$ cat src/shared/cbpwm_pkg.sv
/*
 * Package for the capture and bridge PWM unit: register offsets,
 * field positions, reset values, mode codes and carrier structs.
 * Assumes a 32-bit APB master on the single system clock.
 */
package cbpwm_pkg;

    // ****************************************
    // Register map (byte addresses)
    // ****************************************
    localparam logic [7:0] CBPWM_OFF_COUNT = 8'h00;
    localparam logic [7:0] CBPWM_OFF_CTRL = 8'h04;
    localparam logic [7:0] CBPWM_OFF_PERIOD = 8'h08;
    localparam logic [7:0] CBPWM_OFF_FLAGS = 8'h0C;
    localparam logic [7:0] CBPWM_OFF_ENABLES = 8'h10;
    localparam logic [7:0] CBPWM_OFF_PRIO = 8'h14;
    localparam logic [7:0] CBPWM_OFF_CAPCTL = 8'h18;
    localparam logic [7:0] CBPWM_OFF_CAPRES = 8'h1C;
    localparam logic [7:0] CBPWM_OFF_BRIDGE = 8'h20;
    localparam logic [7:0] CBPWM_OFF_DUTY = 8'h24;
    localparam logic [7:0] CBPWM_OFF_CANIO = 8'h28;

    // ****************************************
    // Reset values and field positions
    // ****************************************
    localparam logic [7:0] CBPWM_PERIOD_RST = 8'hFF;
    localparam logic [7:0] CBPWM_ZERO8 = 8'h00;
    localparam int CBPWM_CTRL_RUN = 2;
    localparam int CBPWM_CTRL_PS_LO = 0;
    localparam int CBPWM_CTRL_POST_LO = 3;
    localparam int CBPWM_FLAG_TMR = 7;
    localparam int CBPWM_FLAG_CAP = 0;
    localparam int CBPWM_BR_DIR = 6;
    localparam int CBPWM_BR_EN = 7;
    localparam int CBPWM_CANIO_CAP = 4;

    // ****************************************
    // Capture mode codes
    // ****************************************
    localparam logic [3:0] CBPWM_CAP_FALL = 4'h4;
    localparam logic [3:0] CBPWM_CAP_RISE = 4'h5;
    localparam logic [3:0] CBPWM_CAP_RISE4 = 4'h6;
    localparam logic [3:0] CBPWM_CAP_RISE16 = 4'h7;
    localparam logic [4:0] CBPWM_PRE4_LAST = 5'h03;
    localparam logic [4:0] CBPWM_PRE16_LAST = 5'h0F;

    typedef struct packed {
        logic outA;
        logic outB;
        logic outC;
        logic outD;
    } cbpwm_bridge_s;

    typedef enum logic [1:0] {
        BR_RUN,
        BR_TURN
    } cbpwm_br_e;

endpackage

$ cat src/rtl/cbpwm_unit.sv
/*
 * Capture and full-bridge PWM unit with an 8-bit period timer.
 * Assumes APB from software, capture pin and CAN receive pulse from
 * outside; pin input is synchronised here, the CAN pulse is on mclk.
 */
// How it works
// [RULE1] Timer counts from zero up to period, then wraps to zero.
// [RULE2] Period register is read/write and resets to all ones.
// [RULE3] Timer output feeds only the PWM time base, never serial baud.
// [RULE4] Any capture mode change may set the capture flag spuriously. Here only a change between two capture modes (0100-0111) sets it.
// [RULE5] Four capture prescale choices come from the 4-bit mode field.
// [RULE6] Prescale counter clears when off, non-capture, or reset.
// [RULE7] Changing prescale keeps the counter and may raise the flag.
// [RULE8] Software should write zero before a new prescale mode.
// [RULE9] CAN capture select bit swaps pin trigger for CAN receive.
// [RULE10] Any CAN receive buffer reception triggers the time stamp.
// [RULE11] CAN codes: 0100/0101 each, 0110 fourth, 0111 sixteenth.
// [RULE12] Direction bit picks forward or reverse, next PWM cycle.
// [RULE13] On turn, outputs B and D go inactive before period end.
// [RULE14] On turn, outputs A and C swap before period end.
// [RULE15] Modulation resumes at the start of the next period.
// [RULE16] No dead-band delay on any bridge transition.
// [RULE17] Only one bridge output is modulated at a time.
// [RULE18] Software should cut duty for one period before reversing.
// [RULE19] Timer holds and makes no matches while run bit is clear.
// [RULE20] Qualified capture copies time base and sets capture flag.
// [RULE21] Timer flag sets after postscaled matches, enable or not.
`timescale 1ns/1ps
module cbpwm_unit
    import cbpwm_pkg::*;
(
    input wire logic mclk,
    input wire logic arst_n,
    input wire logic psel,
    input wire logic penable,
    input wire logic pwrite,
    input wire logic [7:0] paddr,
    input wire logic [31:0] pwdata,
    output logic [31:0] prdata,
    output logic pready,
    output logic pslverr,
    input wire logic capturePin,
    input wire logic canRxPulse,
    output cbpwm_pkg::cbpwm_bridge_s bridgeOut
);
    import cbpwm_pkg::*;

    // ****************************************
    // State
    // ****************************************
    typedef struct packed {
        logic [7:0] count;
        logic [7:0] ctrl;
        logic [7:0] period;
        logic [7:0] flags;
        logic [7:0] enables;
        logic [7:0] prio;
        logic [7:0] capCtl;
        logic [7:0] capRes;
        logic [7:0] bridge;
        logic [7:0] duty;
        logic [7:0] canIo;
        logic [1:0] pre;
        logic [3:0] post;
        logic [4:0] preCnt;
        logic pinSync1;
        logic pinSync2;
        logic pinLast;
        logic dirNow;
        cbpwm_br_e brState;
        cbpwm_bridge_s outs;
        logic [31:0] rdata;
    } cbpwm_state_s;

    cbpwm_state_s state_r;
    cbpwm_state_s state_nxt;

    function automatic logic isCapture(input logic [3:0] m);
        isCapture = (m >= CBPWM_CAP_FALL) && (m <= CBPWM_CAP_RISE16);
    endfunction

    // [RULE5] four prescale choices
    function automatic logic preMatch(input logic [3:0] m,
                                      input logic [4:0] c);
        case (m)
            CBPWM_CAP_RISE4: preMatch = (c >= CBPWM_PRE4_LAST);
            CBPWM_CAP_RISE16: preMatch = (c >= CBPWM_PRE16_LAST);
            default: preMatch = 1'b1;
        endcase
    endfunction

    logic apbWr;
    logic apbRd;
    logic tick;
    logic match;
    logic periodEnd;
    logic rawEvent;
    logic capFire;
    logic postDone;
    logic pwmHigh;
    logic [3:0] capMode;
    logic [3:0] newMode;

    assign apbWr = psel && penable && pwrite;
    assign apbRd = psel && !penable && !pwrite;
    assign pready = 1'b1;
    assign pslverr = 1'b0;
    assign prdata = state_r.rdata;
    assign bridgeOut = state_r.outs;
    assign capMode = state_r.capCtl[3:0];

    always_comb
    begin
        state_nxt = state_r;
        newMode = pwdata[3:0];
        // ****************************************
        // Period timer with prescale
        // ****************************************
        tick = 1'b0;
        match = 1'b0;
        postDone = 1'b0;
        // [RULE19] run bit gate
        if (state_r.ctrl[CBPWM_CTRL_RUN])
        begin
            state_nxt.pre = state_r.pre + 2'd1;
            case (state_r.ctrl[CBPWM_CTRL_PS_LO +: 2])
                2'd0: tick = 1'b1;
                2'd1: tick = (state_r.pre[1:0] == 2'd3);
                default: tick = (state_r.pre[1:0] == 2'd3);
            endcase
        end
        // [RULE1] wrap on period
        if (tick)
        begin
            if (state_r.count == state_r.period)
            begin
                match = 1'b1;
                state_nxt.count = CBPWM_ZERO8;
            end
            else
            begin
                state_nxt.count = state_r.count + 8'd1;
            end
        end
        // [RULE21] postscaled flag
        if (match)
        begin
            if (state_r.post == state_r.ctrl[CBPWM_CTRL_POST_LO +: 4])
            begin
                postDone = 1'b1;
                state_nxt.post = 4'd0;
            end
            else
            begin
                state_nxt.post = state_r.post + 4'd1;
            end
        end
        // [RULE3] pre-postscaler match only drives the PWM base
        periodEnd = match;

        // ****************************************
        // Capture path
        // ****************************************
        state_nxt.pinSync1 = capturePin;
        state_nxt.pinSync2 = state_r.pinSync1;
        state_nxt.pinLast = state_r.pinSync2;
        // [RULE9] trigger source select
        if (state_r.canIo[CBPWM_CANIO_CAP])
        begin
            // [RULE10] any buffer, one pulse
            rawEvent = canRxPulse;
        end
        else if (capMode == CBPWM_CAP_FALL)
        begin
            rawEvent = state_r.pinLast && !state_r.pinSync2;
        end
        else
        begin
            rawEvent = !state_r.pinLast && state_r.pinSync2;
        end
        capFire = 1'b0;
        // [RULE6] cleared when not capturing
        if (!isCapture(capMode))
        begin
            state_nxt.preCnt = 5'd0;
        end
        else if (rawEvent)
        begin
            // [RULE11] every, fourth, sixteenth
            if (preMatch(capMode, state_r.preCnt))
            begin
                capFire = 1'b1;
                state_nxt.preCnt = 5'd0;
            end
            else
            begin
                state_nxt.preCnt = state_r.preCnt + 5'd1;
            end
        end
        // [RULE20] capture time base
        if (capFire)
        begin
            state_nxt.capRes = state_r.count;
            state_nxt.flags[CBPWM_FLAG_CAP] = 1'b1;
        end

        // ****************************************
        // Full-bridge output
        // ****************************************
        pwmHigh = state_r.count < state_r.duty;
        // [RULE12] direction taken on the next clock, modulation at period edge
        case (state_r.brState)
            BR_RUN:
            begin
                if (state_r.bridge[CBPWM_BR_DIR] != state_r.dirNow)
                begin
                    state_nxt.brState = BR_TURN;
                end
            end
            BR_TURN:
            begin
                // [RULE15] resume next period
                if (periodEnd)
                begin
                    state_nxt.brState = BR_RUN;
                end
            end
            default: state_nxt.brState = BR_RUN;
        endcase
        if (state_r.brState == BR_RUN)
        begin
            state_nxt.dirNow = state_r.bridge[CBPWM_BR_DIR];
        end
        // [RULE16] outputs switch directly, no dead band
        if (!state_r.bridge[CBPWM_BR_EN])
        begin
            state_nxt.outs = '0;
        end
        else if (state_nxt.brState == BR_TURN)
        begin
            // [RULE13] B and D inactive
            state_nxt.outs.outB = 1'b0;
            state_nxt.outs.outD = 1'b0;
            // [RULE14] A and C swap
            state_nxt.outs.outA = !state_r.bridge[CBPWM_BR_DIR];
            state_nxt.outs.outC = state_r.bridge[CBPWM_BR_DIR];
        end
        else
        begin
            // [RULE17] one modulated output
            state_nxt.outs.outA = !state_r.dirNow;
            state_nxt.outs.outC = state_r.dirNow;
            state_nxt.outs.outD = !state_r.dirNow && pwmHigh;
            state_nxt.outs.outB = state_r.dirNow && pwmHigh;
        end

        // ****************************************
        // APB slave, zero wait states
        // ****************************************
        if (apbRd)
        begin
            case (paddr)
                CBPWM_OFF_COUNT: state_nxt.rdata = {24'h0, state_r.count};
                CBPWM_OFF_CTRL: state_nxt.rdata = {24'h0, state_r.ctrl};
                CBPWM_OFF_PERIOD: state_nxt.rdata = {24'h0, state_r.period};
                CBPWM_OFF_FLAGS: state_nxt.rdata = {24'h0, state_r.flags};
                CBPWM_OFF_ENABLES:
                    state_nxt.rdata = {24'h0, state_r.enables};
                CBPWM_OFF_PRIO: state_nxt.rdata = {24'h0, state_r.prio};
                CBPWM_OFF_CAPCTL: state_nxt.rdata = {24'h0, state_r.capCtl};
                CBPWM_OFF_CAPRES: state_nxt.rdata = {24'h0, state_r.capRes};
                CBPWM_OFF_BRIDGE: state_nxt.rdata = {24'h0, state_r.bridge};
                CBPWM_OFF_DUTY: state_nxt.rdata = {24'h0, state_r.duty};
                CBPWM_OFF_CANIO: state_nxt.rdata = {24'h0, state_r.canIo};
                default: state_nxt.rdata = 32'h0;
            endcase
        end
        if (apbWr)
        begin
            case (paddr)
                CBPWM_OFF_COUNT: state_nxt.count = pwdata[7:0];
                CBPWM_OFF_CTRL: state_nxt.ctrl = {1'b0, pwdata[6:0]};
                // [RULE2] period write
                CBPWM_OFF_PERIOD: state_nxt.period = pwdata[7:0];
                CBPWM_OFF_FLAGS:
                begin
                    // Hardware set wins over software clear
                    state_nxt.flags = pwdata[7:0] & 8'h81;
                    if (capFire)
                    begin
                        state_nxt.flags[CBPWM_FLAG_CAP] = 1'b1;
                    end
                end
                CBPWM_OFF_ENABLES: state_nxt.enables = pwdata[7:0] & 8'h81;
                CBPWM_OFF_PRIO: state_nxt.prio = pwdata[7:0] & 8'h81;
                CBPWM_OFF_CAPCTL:
                begin
                    state_nxt.capCtl = {4'h0, newMode};
                    // [RULE4] change between two capture modes sets flag spuriously
                    // [RULE7] counter kept between capture modes
                    if (newMode != capMode && isCapture(capMode)
                        && isCapture(newMode))
                    begin
                        state_nxt.flags[CBPWM_FLAG_CAP] = 1'b1;
                    end
                end
                CBPWM_OFF_BRIDGE: state_nxt.bridge = pwdata[7:0] & 8'hC0;
                CBPWM_OFF_DUTY: state_nxt.duty = pwdata[7:0];
                CBPWM_OFF_CANIO: state_nxt.canIo = pwdata[7:0] & 8'h10;
                default: state_nxt.capRes = state_nxt.capRes;
            endcase
        end
        if (postDone)
        begin
            state_nxt.flags[CBPWM_FLAG_TMR] = 1'b1;
        end
    end

    always_ff @(posedge mclk or negedge arst_n)
    begin
        if (!arst_n)
        begin
            state_r <= '0;
            // [RULE2] all ones after reset
            state_r.period <= CBPWM_PERIOD_RST;
        end
        else
        begin
            state_r <= state_nxt;
        end
    end
endmodule

$ cat config.mk
export PLATFORM = sky130hd
export DESIGN_NAME = cbpwm_unit
export DESIGN_NICKNAME = d
export VERILOG_FILES = /design/src/shared/cbpwm_pkg.sv /design/src/rtl/cbpwm_unit.sv
export SDC_FILE = /design/constraint.sdc
export NUM_CORES = 1
export LEC_CHECK = 0
export ABC_AREA = 1
export BUFFER_PORTS_ARGS = -buffer_cell sky130_fd_sc_hd__buf_2
export CORE_ASPECT_RATIO = 0.5
export CORE_MARGIN = 4
export CORE_UTILIZATION = 46
export DETAILED_ROUTE_END_ITERATION = 16
export GPL_ROUTABILITY_DRIVEN = 1
export MAX_ROUTING_LAYER = met4
export PLACE_DENSITY = 0.67
export SKIP_LAST_GASP = 1
export SYNTH_ARGS = -nofsm -noshare
export SYNTH_HDL_FRONTEND = slang
export SYNTH_SLANG_ARGS = --single-unit
$ cat constraint.sdc
create_clock -name mclk -period 4.1 [get_ports mclk]
set_clock_uncertainty 0.15 [all_clocks]
set_input_delay 1.23 -clock mclk [delete_from_list [all_inputs] [get_ports mclk]]
set_output_delay 1.23 -clock mclk [all_outputs]
set_load 0.01 [all_outputs]
-- Word level (Yosys, flattened, before mapping)
Cells that the tools add are included.
- register bits after elaboration: 105
- input bits: 47
- output and inout port bits: 38
- word-level logic and storage cells: 132
- add/sub/neg operators: 4
- $lt $le $gt $ge: 7
- equal/unequal tests: 21
- multiplexer cells: 43
- reduce and logical (&&, ||, !) cells: 32
- operators by type and width (kind ; count):
    two-way mux 88 bit ; 1
    one-hot mux 8 bit (11 select lines) ; 1
    two-way mux 8 bit ; 9
    == test 8 x 5 -> 1 bit (second input constant) ; 4
    == test 8 x 6 -> 1 bit (second input constant) ; 3
    two-way mux 5 bit ; 4
    AND reduction 2 bit ; 9
    two-way mux 1 bit ; 17
    == test 8 x 4 -> 1 bit (second input constant) ; 2
    two-way mux 4 bit ; 4
    two-way mux 7 bit ; 2
    == test 4 x 3 -> 1 bit (second input constant) ; 3
    logical AND 1 bit ; 12
    adder 8 x 1 -> 8 bit (second input constant) ; 1
    == test 8 x 3 -> 1 bit (second input constant) ; 1
    == test 8 bit ; 1
    greater-or-equal comparator 4 x 3 -> 1 bit (second input constant) ; 2
    less-or-equal comparator 4 x 3 -> 1 bit (second input constant) ; 2
    zero test 8 bit ; 1
    less-than comparator 8 bit ; 1
    zero test 1 bit ; 6
    adder 5 x 1 -> 5 bit (second input constant) ; 1
    greater-or-equal comparator 5 x 2 -> 1 bit (second input constant) ; 1
    greater-or-equal comparator 5 x 4 -> 1 bit (second input constant) ; 1
    13 further kinds ; 18

-- Depth between registers and ports, before layout
- depth after elaboration: 14
- mapped depth: 11
- gate-level depth less buffers: 11

-- Least setup slack after synthesis
No wires, ideal clock.
- path type: input-to-reg
- start point: input port paddr[7]
- end point: register state_r[125] (netlist name)
- setup time: 0.123 ns
- arrival: 2.111 ns
- required time: 3.827 ns
- slack: 1.716 ns
- stages on the path: 9
- path buffers: 1
- cell sequence: nor2_2 > nand2_2 > inv_2 > nand2_2 > nor2_4 > nand2_2 > buf_4 > nand2_1 > o21ai_2
- longest elaborated chain between the ends: 2
- ends and longest elaborated chain (item ; RTL line ; RTL):
    from (decl) ; cbpwm_unit.sv:37 ; input wire logic [7:0] paddr,
    == test 8 x 3 -> 1 bit ; cbpwm_unit.sv:280 ; case (paddr)
    AND reduction 2 bit (no source line) ; - ;
    to (signal assigned) ; cbpwm_unit.sv:329 ; state_r <= state_nxt;
    to (decl) ; cbpwm_unit.sv:75 ; cbpwm_state_s state_r;
No other way between the ends.
A chain may end at the register's enable or synchronous reset.

==> results.tsv <==
stage	metric	value	unit
sta	Fin Setup TNS	0	ns
synthesis	most common cell in the synthesized netlist	nand2_1	
final_layout	Fillers	922	
routing	Residual DRC	0	
global_routing	global route overflow	0	
global_routing	total global-route track usage	20.86	%
pwr	Lkg Pwr	2.567	nW
clock_tree	Post-CTS Setup Inserts	0	
global_routing	initial antenna violation count	0	
synthesis	Post-Synth XOR/XNOR Area	2.032	%
synthesis	#FFs+latches synth	81	
critical_path	slowest CP cell	inv_2	
clock_tree	Post-CTS Resized	0	
synthesis	synthesized area per cell	8.008	µm²
final_layout	Final nets	679	
routing	ANT nets after route	0	
placed_design	IO buf count	34	
sta	final slew viol count	0	
synthesis	Synth area leader	dfrtp_1	
synthesis	most instantiated cells after synthesis	nand2_1 (165), dfrtp_1 (73), inv_1 (52), buf_4 (41), nor2_1 (40)	
sta	Final min period	2.397	ns
synthesis	synthesized cell area	4741	µm²
critical_path	largest fanout on the critical path	9	
final_layout	area grow syn2layout	8.789	%
sta	Slew HR	32.32	%
critical_path	critical path launch point type	input port	
run_status	status	finished, final reports clean	
synthesis	Top FF cell, synth	dfrtp_1	
synthesis	Synth cell types	39	
sta	FMAX	417.2	MHz
die	die height	79.79	µm
routing	drt total wl	11.26	mm
synthesis	Syn Inst Count	592	
clock_tree	clock tree buffer depth	2	
clock_tree	clock sinks	81	
global_routing	first-pass GRT wire length	18.62	mm
global_routing	largest net degree at the start of global routing	82	
clock_tree	# hold bufs at CTS	0	
final_layout	antenna cells	0	
synthesis	Simple-Gate Fraction of Synth Area	26.89	%
synthesis	synth warn	0	
placed_design	routability cong.	0.8981	
synthesis	mux contribution to synthesized area	0.2375	%
synthesis	Adder-Cell Fraction of Synth Area	3.167	%
die	Placement Rows	25	
die	core area	9728	µm²
sta	RSZ-0062 raised after global routing	no	
critical_path	required time of the critical path	4.17	ns
final_layout	cell area after layout	5157	µm²
sta	Worst Max-Slew Pin Slew	1.015	ns
critical_path	kind of critical path	in -> reg	
routing	Initial DRT Pass Iterations	4	
routing	average vias per placed instance	5.107	
pwr	worst vdd ir	0.2313	mV
die	Die ar.	12090	µm²
sta	final setup violation count	0	
sta	final period utilization	58.47	%
routing	Vias	3881	
clock_tree	clk slew on worst S/H paths	0.06	ns
critical_path	Slowest Stage Delay on Critical Path	0.15	ns
final_layout	ratio of cells with drive above 1 in the final layout	20.64	%
clock_tree	TritonCTS Buffers	9	
synthesis	Compound-Gate Fraction of Synth Area	12.43	%
worst_hold_path	worst hold path type	reg -> reg	
synthesis	largest family of logic cells by synthesized area	simple AND/OR/NAND/NOR gates	
flow_run	max cap viols	0	
placed_design	hpwl dp	8.424	mm
critical_path	Worst Setup End Kind	flip-flop	
synthesis	Area contributors post-synth	dfrtp_1 (39%), nand2_1 (13%), buf_4 (6.5%), dfstp_2 (4.4%), o21ai_2 (4.2%)	
sta	final hold violation count	0	
die	Die X	151.6	µm
die	num ports	85	
clock_tree	later-pin clock latency in the skew report	0.34	ns
synthesis	Synth async-reset ratio	100.0	%
clock_tree	clock root buffer	clkbuf_16	
final_layout	register area	2037	µm²
global_routing	vias in the first global route	3618	
final_layout	area occupied by multi-input gates	2223	µm²
pwr	Tot Pwr	0.001849	W
synthesis	Yosys top cell area share	38.53	%
synthesis	sequential-to-total area share from yosys stat	42.97	%
routing	WL/cell	14.82	µm
pwr	PwrDens	358.5	nW/µm²
clock_tree	H-tree depth	3	
routing	1st-iter DRT viols	259	
clock_tree	CTS tree	yes	
critical_path	critical path, cell by cell	buf_2, nor2_2, nand2_2, nor2_4, nand2_1, inv_2, nand2_2, nand2_1, inv_2, nand3_1, o21ai_1	
critical_path	Worst Path Arrival	2.47	ns
die	initial core utilization	48.73	%
placed_design	Post-DP Area	4857	µm²
synthesis	EDFF count, synth	0	
## metal layers
layer	vias up	track usage [%]	part of all wire, %
met5	-	-	0
met4	0	5.824	2.0
met3	27	5.048	7.5
met2	132	30.32	42
met1	1826	29.26	49
li1	1896	-	-
## final timing paths
check | startpoint | end | slack (ns) | cells after the start
setup / recovery | paddr[7] | state_r[138] | 1.70 | 11
hold / removal | state_nxt[40] | state_nxt[39] | 0.20 | 0
setup reg to reg | state_r[42] | state_r[109] | 2.09 | 10
hold reg to reg | state_nxt[40] | state_nxt[39] | 0.20 | 0
max in group asynchronous | arst_n | state_r[82] | 2.23 | 1
min in group asynchronous | arst_n | state_r[37] | 0.90 | 1
## layout by cell type (no fill, tap or decap), types with 8 or more instances in the layout
cell type and count:
nand3_1 31, nor2_1 40, o21ai_0 31, dfrtp_1 73
inv_1 52, o21ai_2 23, a21oi_1 14, ha_1 12
clkbuf_16 9, o21ai_1 14, conb_1 27, dfstp_2 8
nand2_2 13, inv_2 16, buf_2 33, nand2_1 165
## through the flow
step	utilization (%)	worst slack [ns]	cells	hold slack, ns
detailed placement	49.93	1.364	744	0.1911
floorplan	-	1.716	617	0.1812
CTS	53.02	1.720	760	0.2044
finish	53.02	1.703	760	0.2003
global placement	49.93	1.371	744	0.1845
global route	53.02	1.515	760	0.2159
## state kept, by name, indices dropped and copies added, names as in the netlist
register and count:
bridgeOut 4, capMode 4, prdata 8, state_nxt 2
state_r 63
## power breakdown
part	internal [W]	leakage, nW	switching (W)
clock	0.000504	0.150	0.000320
sequential	0.000824	1.06	0.0000288
combinational	0.0000532	1.36	0.000119
total	0.00138	2.57	0.000468
## area by class of cell
cell class,count,area share [%]
clock buffers,13,5.046
clock inverters,3,0.7763
inverters,68,4.949
multi-input cells,426,43.11
flip-flops and latches,81,39.50
well taps,135,3.275
repair buffers,34,3.348
## kinds of logic (layout without fill, tap and decap cells)
group           count (synthesis)  in the layout
xor+xnor                       11             11
mux                             1              1
flops                          81             81
simple gates                  280            280
buf+inv                       110            118
fa+ha+maj                      12             12
compound gates                 95             95
other cells                     2             27
## critical path, delay by kind of cell
kind            cells  cell delay (ns)
buf+inv             3             0.32
compound gates      1             0.07
simple gates        7             0.84
Note: power is estimated with default switching activity, not from simulation.
